<file path="config.mk">
export PLATFORM = sky130hd
export DESIGN_NAME = switch_lookup_global_config
export DESIGN_NICKNAME = d
export VERILOG_FILES = /design/src/inc/lookup_cfg_pkg.sv /design/src/verilog/table_index_hash.sv /design/src/verilog/switch_lookup_global_config.sv
export SDC_FILE = /design/constraint.sdc
export NUM_CORES = 1
export LEC_CHECK = 0
export BUFFER_PORTS_ARGS = -buffer_cell sky130_fd_sc_hd__buf_2
export CORE_ASPECT_RATIO = 1.5
export CORE_MARGIN = 8
export CORE_UTILIZATION = 48
export CTS_CLUSTER_DIAMETER = 60
export DETAILED_ROUTE_END_ITERATION = 16
export PLACE_DENSITY_LB_ADDON = 0.05
export SYNTH_ARGS = -nofsm -noshare
export SYNTH_HDL_FRONTEND = slang
export SYNTH_SLANG_ARGS = --single-unit
</file>
<file path="constraint.sdc">
create_clock -name aclk -period 2.7 [get_ports aclk]
set_input_delay 0.135 -clock aclk [delete_from_list [all_inputs] [get_ports aclk]]
set_output_delay 0.135 -clock aclk [all_outputs]
set_load 0.03 [all_outputs]
</file>
<file path="src/inc/lookup_cfg_pkg.sv">
// constants for the global lookup configuration register bank
package lookup_cfg_pkg;

    localparam int ADDR_W = 12;
    localparam int DATA_W = 32;

    // register indices; byte address is four times the index
    localparam logic [11:0] IDX_MAX_PAYLOAD = 12'h308;
    localparam logic [11:0] IDX_TAG_TYPE = 12'h30A;
    localparam logic [11:0] IDX_LOOKUP_CTL = 12'h310;
    localparam logic [11:0] IDX_STATUS = 12'h314;
    localparam logic [11:0] ADDR_MAX_PAYLOAD = 12'(IDX_MAX_PAYLOAD * 4);
    localparam logic [11:0] ADDR_TAG_TYPE = 12'(IDX_TAG_TYPE * 4);
    localparam logic [11:0] ADDR_LOOKUP_CTL = 12'(IDX_LOOKUP_CTL * 4);
    localparam logic [11:0] ADDR_STATUS = 12'(IDX_STATUS * 4);

    // reset values
    localparam logic [15:0] MAX_PAYLOAD_RST = 16'h07D0;
    localparam logic [15:0] TAG_TYPE_RST = 16'h9100;
    localparam logic [7:0] LOOKUP_CTL_RST = 8'h61;

    // field positions
    localparam int LIMIT_MSB = 13;
    localparam int CTL_VLAN_EN = 7;
    localparam int CTL_DROP_INVALID = 6;
    localparam int CTL_AGE_MSB = 5;
    localparam int CTL_AGE_LSB = 3;
    localparam int CTL_RSVD_MCAST = 2;
    localparam int CTL_INDEX_MSB = 1;
    localparam int STATUS_DROP_LSB = 8;

    // index select encodings
    localparam logic [1:0] INDEX_DIRECT0 = 2'h0;
    localparam logic [1:0] INDEX_CRC = 2'h1;
    localparam logic [1:0] INDEX_XOR = 2'h2;
    localparam logic [1:0] INDEX_DIRECT3 = 2'h3;

    localparam int INDEX_W = 10;
    localparam logic [9:0] CRC_POLY = 10'h233;

    localparam logic [1:0] RESP_OKAY = 2'h0;
    localparam logic [1:0] RESP_SLVERR = 2'h2;

endpackage

</file>
<file path="src/verilog/table_index_hash.sv">
// dynamic lookup table index: direct, crc or xor mapping of the destination address
module table_index_hash (
    input wire logic [1:0] table_index_select,
    input wire logic [47:0] dest_addr,
    output logic [9:0] table_index
);

    function automatic logic [9:0] crc_index(input logic [47:0] a);
        logic [9:0] c;
        logic fb;
        c = '1;
        for (int i = 0; i < 48; i++) begin
            fb = c[9] ^ a[i];
            c = {c[8:0], 1'b0};
            if (fb) begin
                c = c ^ lookup_cfg_pkg::CRC_POLY;
            end
        end
        return c;
    endfunction

    function automatic logic [9:0] xor_index(input logic [47:0] a);
        logic [9:0] x;
        logic [49:0] p;
        x = '0;
        p = {2'h0, a};
        for (int i = 0; i < 5; i++) begin
            x = x ^ p[i*10 +: 10];
        end
        return x;
    endfunction

    always_comb begin
        case (table_index_select)
            lookup_cfg_pkg::INDEX_CRC: table_index = crc_index(dest_addr); // RULE13
            lookup_cfg_pkg::INDEX_XOR: table_index = xor_index(dest_addr); // RULE14
            default: table_index = dest_addr[9:0]; // RULE12
        endcase
    end

endmodule

</file>
<file path="src/verilog/switch_lookup_global_config.sv">
// global lookup configuration registers with per-frame forwarding decisions
//////////////////////////////////////////////////////////////////////////////
// Notes on behaviour
// RULE1: 14-bit payload limit, reset 0x07D0; longer frames are truncated to it.
// RULE2: limits up to 9000 are accepted and applied for jumbo frames.
// RULE3: 16-bit tag type, reset 0x9100, for untagged frames and outer tag.
// RULE4: control bit 7, reset zero, enables vlan forwarding and filtering.
// RULE5: software sets up the vlan table before setting the vlan enable.
// RULE6: bit 6, reset one, drops frames with invalid vlan id.
// RULE7: with bit 6 clear, invalid vlan id frames go to host port only.
// RULE8: unknown vlan forwarding, when enabled, overrides the drop bit.
// RULE9: age count bits 5:3, reset 100b, sets dynamic entry aging time.
// RULE10: every dynamic entry update loads the configured age count.
// RULE11: reserved multicast table consulted only while bit 2 is set.
// RULE12: index select 00 or 11 indexes by low 10 destination bits.
// RULE13: index select 01, the reset value, uses a crc hash.
// RULE14: index select 10 uses an xor hash.
// RULE15: config writes apply from the next frame, never mid-frame.
//
// Our own choice: the AXI4-Lite interface to the registers.
module switch_lookup_global_config (
    input wire logic aclk,
    input wire logic aresetn,
    input wire logic [11:0] s_axi_awaddr,
    input wire logic s_axi_awvalid,
    output logic s_axi_awready,
    input wire logic [31:0] s_axi_wdata,
    input wire logic [3:0] s_axi_wstrb,
    input wire logic s_axi_wvalid,
    output logic s_axi_wready,
    output logic [1:0] s_axi_bresp,
    output logic s_axi_bvalid,
    input wire logic s_axi_bready,
    input wire logic [11:0] s_axi_araddr,
    input wire logic s_axi_arvalid,
    output logic s_axi_arready,
    output logic [31:0] s_axi_rdata,
    output logic [1:0] s_axi_rresp,
    output logic s_axi_rvalid,
    input wire logic s_axi_rready,
    input wire logic frame_start,
    input wire logic [13:0] frame_payload_len,
    input wire logic frame_tagged,
    input wire logic double_tag_en,
    input wire logic vid_invalid,
    input wire logic unknown_vid_fwd_en,
    input wire logic [47:0] dest_addr,
    input wire logic entry_update,
    output logic res_valid,
    output logic res_truncate,
    output logic [13:0] res_payload_len,
    output logic [15:0] res_tag_type,
    output logic res_outer_tag,
    output logic res_vlan_active,
    output logic res_drop,
    output logic res_host_only,
    output logic res_rsvd_mcast_lookup,
    output logic [9:0] res_table_index,
    output logic age_wr_valid,
    output logic [2:0] age_wr_count
);

    typedef struct packed {
        logic [15:0] max_payload_limit;
        logic [15:0] tag_type_identifier;
        logic [7:0] lookup_ctl;
        logic aw_held;
        logic [11:0] aw_addr;
        logic w_held;
        logic [31:0] w_data;
        logic [3:0] w_strb;
        logic bvalid;
        logic [1:0] bresp;
        logic rvalid;
        logic [31:0] rdata;
        logic [1:0] rresp;
        logic res_valid;
        logic res_truncate;
        logic [13:0] res_len;
        logic [15:0] res_tag;
        logic res_outer;
        logic res_vlan;
        logic res_drop;
        logic res_host;
        logic res_rsvd;
        logic [9:0] res_index;
        logic age_valid;
        logic [2:0] age_count;
        logic [7:0] trunc_cnt;
        logic [7:0] drop_cnt;
    } state_t;

    state_t s_q;
    state_t s_d;
    logic [9:0] hashed_index;
    logic [13:0] limit;
    logic over_limit;
    logic vlan_on;
    logic filter_invalid;

    //////////////////////////////////////////////////////////////////////////
    // index mapping for the current frame's destination address

    table_index_hash u_hash (
        .table_index_select(s_q.lookup_ctl[lookup_cfg_pkg::CTL_INDEX_MSB:0]),
        .dest_addr(dest_addr),
        .table_index(hashed_index)
    );

    function automatic logic [15:0] merge16(input logic [15:0] old, input logic [31:0] d,
                                            input logic [3:0] strb);
        logic [15:0] r;
        r = old;
        if (strb[0]) begin
            r[7:0] = d[7:0];
        end
        if (strb[1]) begin
            r[15:8] = d[15:8];
        end
        return r;
    endfunction

    //////////////////////////////////////////////////////////////////////////
    // next state

    assign limit = s_q.max_payload_limit[lookup_cfg_pkg::LIMIT_MSB:0];
    assign over_limit = frame_payload_len > limit; // RULE1 RULE2
    assign vlan_on = s_q.lookup_ctl[lookup_cfg_pkg::CTL_VLAN_EN]; // RULE4
    // the unknown-vid feature owns invalid-vid frames when it is on
    assign filter_invalid = vlan_on && vid_invalid && !unknown_vid_fwd_en; // RULE8

    always_comb begin
        s_d = s_q;
        s_d.res_valid = 1'b0;
        s_d.age_valid = 1'b0;

        // write address and data are taken independently, in either order
        if (s_axi_awvalid && s_axi_awready) begin
            s_d.aw_held = 1'b1;
            s_d.aw_addr = s_axi_awaddr;
        end
        if (s_axi_wvalid && s_axi_wready) begin
            s_d.w_held = 1'b1;
            s_d.w_data = s_axi_wdata;
            s_d.w_strb = s_axi_wstrb;
        end
        if (s_q.aw_held && s_q.w_held) begin
            s_d.aw_held = 1'b0;
            s_d.w_held = 1'b0;
            s_d.bvalid = 1'b1;
            s_d.bresp = lookup_cfg_pkg::RESP_OKAY;
            case ({s_q.aw_addr[11:2], 2'h0})
                lookup_cfg_pkg::ADDR_MAX_PAYLOAD: begin
                    s_d.max_payload_limit = merge16(s_q.max_payload_limit, s_q.w_data,
                                                    s_q.w_strb); // RULE1 RULE2
                end
                lookup_cfg_pkg::ADDR_TAG_TYPE: begin
                    s_d.tag_type_identifier = merge16(s_q.tag_type_identifier, s_q.w_data,
                                                      s_q.w_strb); // RULE3
                end
                lookup_cfg_pkg::ADDR_LOOKUP_CTL: begin
                    if (s_q.w_strb[0]) begin
                        s_d.lookup_ctl = s_q.w_data[7:0];
                    end
                end
                lookup_cfg_pkg::ADDR_STATUS: begin
                end
                default: begin
                    s_d.bresp = lookup_cfg_pkg::RESP_SLVERR;
                end
            endcase
        end else if (s_q.bvalid && s_axi_bready) begin
            s_d.bvalid = 1'b0;
        end

        if (s_axi_arvalid && s_axi_arready) begin
            s_d.rvalid = 1'b1;
            s_d.rresp = lookup_cfg_pkg::RESP_OKAY;
            case ({s_axi_araddr[11:2], 2'h0})
                lookup_cfg_pkg::ADDR_MAX_PAYLOAD: s_d.rdata = {16'h0000, s_q.max_payload_limit};
                lookup_cfg_pkg::ADDR_TAG_TYPE: s_d.rdata = {16'h0000, s_q.tag_type_identifier};
                lookup_cfg_pkg::ADDR_LOOKUP_CTL: s_d.rdata = {24'h000000, s_q.lookup_ctl};
                lookup_cfg_pkg::ADDR_STATUS: s_d.rdata = {16'h0000, s_q.drop_cnt, s_q.trunc_cnt};
                default: begin
                    s_d.rdata = 32'h00000000;
                    s_d.rresp = lookup_cfg_pkg::RESP_SLVERR;
                end
            endcase
        end else if (s_q.rvalid && s_axi_rready) begin
            s_d.rvalid = 1'b0;
        end

        // decisions use the settings in force when the frame starts and are held
        // until the next frame, so a later write cannot reach a frame in flight
        if (frame_start) begin // RULE15
            s_d.res_valid = 1'b1;
            s_d.res_truncate = over_limit; // RULE1
            s_d.res_len = over_limit ? limit : frame_payload_len; // RULE1 RULE2
            s_d.res_outer = double_tag_en; // RULE3
            s_d.res_tag = (!frame_tagged || double_tag_en) ?
                          s_q.tag_type_identifier : 16'h0000; // RULE3
            s_d.res_vlan = vlan_on; // RULE4
            s_d.res_drop = filter_invalid &&
                           s_q.lookup_ctl[lookup_cfg_pkg::CTL_DROP_INVALID]; // RULE6
            s_d.res_host = filter_invalid &&
                           !s_q.lookup_ctl[lookup_cfg_pkg::CTL_DROP_INVALID]; // RULE7
            s_d.res_rsvd = s_q.lookup_ctl[lookup_cfg_pkg::CTL_RSVD_MCAST]; // RULE11
            s_d.res_index = hashed_index; // RULE12 RULE13 RULE14
            if (over_limit) begin
                s_d.trunc_cnt = s_q.trunc_cnt + 8'h01;
            end
            if (s_d.res_drop) begin
                s_d.drop_cnt = s_q.drop_cnt + 8'h01;
            end
        end

        if (entry_update) begin
            s_d.age_valid = 1'b1;
            s_d.age_count = s_q.lookup_ctl[lookup_cfg_pkg::CTL_AGE_MSB:
                                           lookup_cfg_pkg::CTL_AGE_LSB]; // RULE9 RULE10
        end
    end

    always_ff @(posedge aclk) begin
        if (!aresetn) begin
            s_q <= '0;
            s_q.max_payload_limit <= lookup_cfg_pkg::MAX_PAYLOAD_RST; // RULE1
            s_q.tag_type_identifier <= lookup_cfg_pkg::TAG_TYPE_RST; // RULE3
            s_q.lookup_ctl <= lookup_cfg_pkg::LOOKUP_CTL_RST; // RULE4 RULE6 RULE9 RULE11 RULE13
        end else begin
            s_q <= s_d;
        end
    end

    //////////////////////////////////////////////////////////////////////////
    // outputs

    assign s_axi_awready = !s_q.aw_held && !s_q.bvalid;
    assign s_axi_wready = !s_q.w_held && !s_q.bvalid;
    assign s_axi_bvalid = s_q.bvalid;
    assign s_axi_bresp = s_q.bresp;
    assign s_axi_arready = !s_q.rvalid;
    assign s_axi_rvalid = s_q.rvalid;
    assign s_axi_rdata = s_q.rdata;
    assign s_axi_rresp = s_q.rresp;
    assign res_valid = s_q.res_valid;
    assign res_truncate = s_q.res_truncate;
    assign res_payload_len = s_q.res_len;
    assign res_tag_type = s_q.res_tag;
    assign res_outer_tag = s_q.res_outer;
    assign res_vlan_active = s_q.res_vlan;
    assign res_drop = s_q.res_drop;
    assign res_host_only = s_q.res_host;
    assign res_rsvd_mcast_lookup = s_q.res_rsvd;
    assign res_table_index = s_q.res_index;
    assign age_wr_valid = s_q.age_valid;
    assign age_wr_count = s_q.age_count;
endmodule

</file>
==> metrics, run 1 <==
Hold Crit Class=in2reg; Placement Cell Area=9390 um^2; hold path start=s_axi_wdata[7]; Peak VDD IR=0.493 mV; Critical Path Start=limit[1]$_SDFFE_PN0P_; Post-Route WL=23800 um; post-route ant nets=0; synth warn=0; Setup Skew=0.0104 ns; r2r setup slk=0.02 ns; I/O Buffers=186; DP Worst Slack=around 0.030 ns; RSZ-0062 raised after global routing=true; grt ovf=0; cell row count=between 50 and 60; synthesized area per cell=8.76 um^2; final setup vio count=0; power per cell area=758 nW/um^2; final hold violation count=0; Met3 Routed Length=1270 um; hold depth=3; TritonCTS clock tree=yes; crit share post-route=0.994; leakage=0.00449 uW; vias per cell=between 5 and 6; multiplexer share of the synthesized area=0.0904; I/O pins=227; most frequent cells in the layout=buf_2, dfxtp_1, nor2_1, nand2_1, xnor2_1; global placement routability congestion=around 0.92; Worst Max-Slew Pin Slew=1.13 ns; drt first pass iters=4; max cap viols=0; Met2 Routed Length=12300 um; initial antenna violation count=0; Post-synth EDFFs=0; Post-Syn Instances=973; Post-Synth XOR/XNOR Area=0.158; Startpoint Class=register; top cell type's share of synthesized area=0.369; post-synth cell types=48; largest net degree at the start of global routing=51; Worst EP required=3.00 ns; post-synthesis simple-gate area fraction=0.126; die area=22400 um^2; Worst-path clk slew=0.07 ns; CTS root buf=clkbuf_16; largest family of logic cells by synthesized area=XOR/XNOR gates; crit path DAT=2.98 ns; TritonCTS sink count=157; dpl hpwl=18900 um; Post-synth ARST share=0; Die Width=125 um; Tmin final=between 2 and 3 ns; WHS Endpoint=s_q[116]$_SDFFE_PN0P_; Area growth syn-to-layout=21.6%; vias in the first global route=7125; worst-path fanout max=4; insertion delay to the later sink of the worst-skew pair=0.42 ns; outcome=finished clean; worst setup margin=0.0157 ns; top sig layer=met4; Longest Clk Path Bufs=2; global-route wire length before repair=about 37000 um; Final Cell Area=10400 um^2; fin. max-slew vios=0; layout cells sized above 1=0.254; GRT Overall Usage=0.206; Syn Std Cell Area=roughly 8500 um^2; Reg2Reg Depth=15; relative slew slack=0.243; post-synthesis compound-gate area fraction=0.127; Core Footprint=17300 um^2; final net count=1307; reg2reg start=limit[1]$_SDFFE_PN0P_; H-tree depth=4; Die Ht=179 um; Diodes inserted=0; DRC viols=0; ranking of synthesized cells by area=dfxtp_1, xnor2_1, mux2i_1, buf_4, nand2_1; most used flip-flop cell after synthesis=dfxtp_1; drt wl/cell=17.3 um; First DRT Iteration DRCs=around 310; total number of vias=around 7000; Seq cells post-synth=157; Seq/Total Area, Yosys=0.369; r2r endpoint=res_payload_len[1]$_SDFFE_PN0P_; Setup TNS Final=0 ns; area leader, netlist=dfxtp_1; WL met1=between 9000 and 10000 um; Crit Path Class=reg2reg; adder-cell area share of the yosys netlist=0.0264; crit end category=register; most common cell after layout, fill and taps aside=buf_2; CTS Buf Count=17; Fmax=about 370 MHz; starting density of the core=0.491
## layer usage
metal / vias to the layer above / GRT usage
met5: - / 0
met4: 0 / 0.108
met3: 44 / 0.0583
met2: 187 / 0.378
met1: 3277 / 0.209
li1: 3566 / -
## state kept, by name, summed over array words and instances, names as in the netlist, 3 cells and up
signal	flops
res_tag_type	16
s_q	72
res_payload_len	14
s_axi_rdata	16
limit	14
res_table_index	10
age_wr_count	3
## layout make-up
class | instances | area, um^2
clock inverter | 14 | 126
sequential | 157 | 3140
fill | 1666 | 6980
timing repair buffer | 269 | 1680
tap | 213 | 267
clock buffer | 18 | 429
inverter | 25 | 95.1
multi-input combinational | 684 | 4630
## cells by family after synthesis
family	count (synthesis)
AOI/OAI and AO/OA	179
DFF	157
adders and majority gates	18
and+or+nand+nor	254
other	1
buffers and inverters	149
muxes	77
xor gates and xnor gates	138
## what timing repair did
action | in CTS | in global routing
buffers inserted | 0 | 1
endpoints found under the hold margin | 30 | 0
hold buffers | 31 | 0
resized for setup | 0 | 14
endpoints found under the setup margin | 0 | 21
## cells in the mapped netlist, types with 24 or more instances
cell type,instances
dfxtp_1,157
nand2_1,99
nor2_1,99
xnor2_1,94
buf_4,80
mux2i_1,77
a21oi_1,67
a22oi_1,40
o21ai_0,39
clkbuf_1,36
xor2_1,29
inv_1,24
## metrics by stage
step                std cells  total power, uW  hold slack (ns)  utilization
finish                   1380             7860           0.0224        0.598
global route             1380             8280           0.0227        0.598
CTS                      1377             7910           0.0173        0.591
detailed placement       1314             5610            0.330        0.541
global placement         1314             5600            0.323        0.541
floorplan                 990             5010            0.234            -
## worst max-delay path by stage
stage	slack (ns)	to	cells after the start
finish	0.02	res_payload_len[1]$_SDFFE_PN0P_	15
global route	-0.14	res_payload_len[1]$_SDFFE_PN0P_	15
CTS	0.008	res_payload_len[9]$_SDFFE_PN0P_	14
detailed placement	0.03	res_payload_len[9]$_SDFFE_PN0P_	14
global placement	0.05	res_table_index[9]$_SDFFE_PN0P_	11
floorplan	-0.002	res_payload_len[3]$_SDFFE_PN0P_	14
## worst max-delay path, cell delays in order, from the launching register on
cell,delay [ns]
dfxtp_2,0.33
inv_2,0.04
ha_4,0.21
nor2b_4,0.12
o211ai_1,0.16
a21oi_1,0.09
o211ai_1,0.18
a21boi_1,0.08
o21a_1,0.17
o21a_1,0.16
o21a_1,0.23
o21ai_4,0.28
buf_4,0.17
buf_4,0.10
mux2i_1,0.17
a21oi_1,0.08
## power by group
part           leakage, uW  switching (uW)  total (uW)  internal [uW]
clock network     0.000258            1040        2260           1210
logic              0.00295            1490        3100           1610
registers          0.00128            68.1        2500           2430
total              0.00449            2600        7860           5260
Power figures use the tool's default switching activity.
==> run 2, diff against run 1 <==
--- a/config.mk
+++ b/config.mk
@@ -11,6 +11,7 @@
 export CORE_UTILIZATION = 48
 export CTS_CLUSTER_DIAMETER = 60
 export DETAILED_ROUTE_END_ITERATION = 16
+export MAX_ROUTING_LAYER = met4
 export PLACE_DENSITY_LB_ADDON = 0.05
 export SYNTH_ARGS = -nofsm -noshare
 export SYNTH_HDL_FRONTEND = slang
==> run 2 against run 1 <==
  * The run now ends with negative setup slack left
  * Combinational power about the same
  * Fmax fell by 0.63%
  * Non-clock buffer count rose by 1
  * Wire length increased by 0.24%
  * Via count rose by 0.13%
  * Setup slack worse by 0.017 ns
  * Clock power barely moved
  * Power about the same
  * Hold slack better by 0.00069 ns
  * Clock skew is essentially flat
  * Critical path type unchanged
  * Global-route usage is 0.57 points higher
  * Count of clock-buffer cells in the layout did not move
  * Largest cell class unchanged
==> metrics, run 2 (synthesis results as in run 1) <==
outcome=finished with violations; failing checks=negative setup slack; crit end category=register; Core Footprint=17300 um^2; max reg flops=72; Crit Path Class=reg2reg; vias in the first global route=7136; I/O Buffers=186; r2r setup slk=-0.001 ns; crit path DAT=3.00 ns; Layout Cells excl Fill=1381; global placement routability congestion=0.935; Cells after DPL=1314; hold path start=frame_payload_len[12]; Longest Clk Path Bufs=2; total number of vias=7083; drt wl/cell=17.3 um; CTS root buf=clkbuf_16; global-route wire length before repair=36500 um; cell row count=59; Die Width=approximately 120 um; Placement Cell Area=approximately 9400 um^2; Final Cell Area=roughly 10000 um^2; leakage=0.00450 uW; Area growth syn-to-layout=21.8%; Worst Max-Slew Pin Slew=roughly 1.1 ns; DRC viols=0; Worst EP required=3.00 ns; fin. max-slew vios=0; Setup Skew=around 0.011 ns; final net count=approximately 1300; CTS Buf Count=17; vias per cell=between 5 and 6; Worst-path clk slew=0.07 ns; final setup vio count=1; Filler cells=between 1500 and 2000; Fmax=370 MHz; Critical Path Start=limit[1]$_SDFFE_PN0P_; GRT Overall Usage=0.212; Tmin final=2.70 ns; die area=22400 um^2; grt ovf=0; drt first pass iters=4; largest net degree at the start of global routing=51; Startpoint Class=register; final hold violation count=0; Hold Crit Class=in2reg; crit share post-route=1.00; post-route ant nets=0; power per cell area=757 nW/um^2; worst-path fanout max=5; starting density of the core=0.491; initial antenna violation count=0; Largest Register=s_q; most common cell after layout, fill and taps aside=buf_2; I/O pins=227; max cap viols=0; Register Area=3140 um^2; multi-input logic area=4630 um^2; RSZ-0062 raised after global routing=true; layout cells sized above 1=0.253; H-tree depth=4; Peak VDD IR=around 0.49 mV; TritonCTS clock tree=yes; insertion delay to the later sink of the worst-skew pair=~0.42 ns; worst setup margin=-0.00132 ns; dpl hpwl=18900 um; reg2reg start=limit[1]$_SDFFE_PN0P_; Die Ht=179 um; most frequent cells in the layout=buf_2, dfxtp_1, nor2_1, nand2_1, xnor2_1; Post-Route WL=23900 um; relative slew slack=0.234; First DRT Iteration DRCs=350; TritonCTS sink count=approximately 160; Diodes inserted=0
## run 2: worst max-delay path: stages (launching register included)
cell and delay, ns:
dfxtp_2 0.33, inv_2 0.04, ha_4 0.21, nor2b_4 0.12, o211ai_1 0.17, a21oi_1 0.09, o211ai_1 0.16, a21boi_1 0.08
o21a_1 0.17, o21a_1 0.16, o21a_2 0.24, o21ai_4 0.30, clkbuf_16 0.22, mux2i_2 0.21, a21oi_1 0.08
## run 2: stage by stage
stage	setup slack (ns)	hold WS, ns	utilization	TNS [ns]	power [uW]
after global placement	0.0472	0.323	0.541	0	5600
after global routing	-0.176	0.0213	0.599	-2.39	8290
final	-0.00132	0.0231	0.599	-0.00132	7860
after floorplan	-0.00205	0.234	-	-0.00615	5010
after detailed placement	0.0301	0.330	0.541	0	5610
after CTS	0.00810	0.0173	0.591	0	7910
## run 2: timing repair
action                                 in CTS  in global routing
gates resized for setup                     0                 15
setup endpoints to repair                   0                 21
endpoints found under the hold margin      30                  0
buffers inserted                            0                  2
hold buffers                               31                  0
## run 2: layout make-up
type / count / share of cell area
Sequential cell: 157 / 0.303
Clock inverter: 14 / 0.0122
Clock buffer: 18 / 0.0413
Tap cell: 213 / 0.0257
Inverter: 25 / 0.00916
Timing Repair Buffer: 270 / 0.163
Multi-Input combinational cell: 684 / 0.446
## run 2: path summary, 6_finish.rpt
path / endpoint / depth (start not counted)
hold reg to reg: s_q[152]$_SDFFE_PN0P_ / 2
setup reg to reg: res_payload_len[9]$_SDFFE_PN0P_ / 14
setup / recovery: res_payload_len[9]$_SDFFE_PN0P_ / 14
hold / removal: res_payload_len[12]$_SDFFE_PN0P_ / 3
## run 2: report_power, final
group          internal, uW  switching [uW]
Clock                  1210            1040
Combinational          1620            1490
Sequential             2430            67.1
Total                  5260            2600
## run 2: routing by layer
layer	global-route usage	part of all wire
met5	-	0
met4	0.108	0.042
met3	0.0539	0.046
met2	0.378	0.52
met1	0.211	0.39
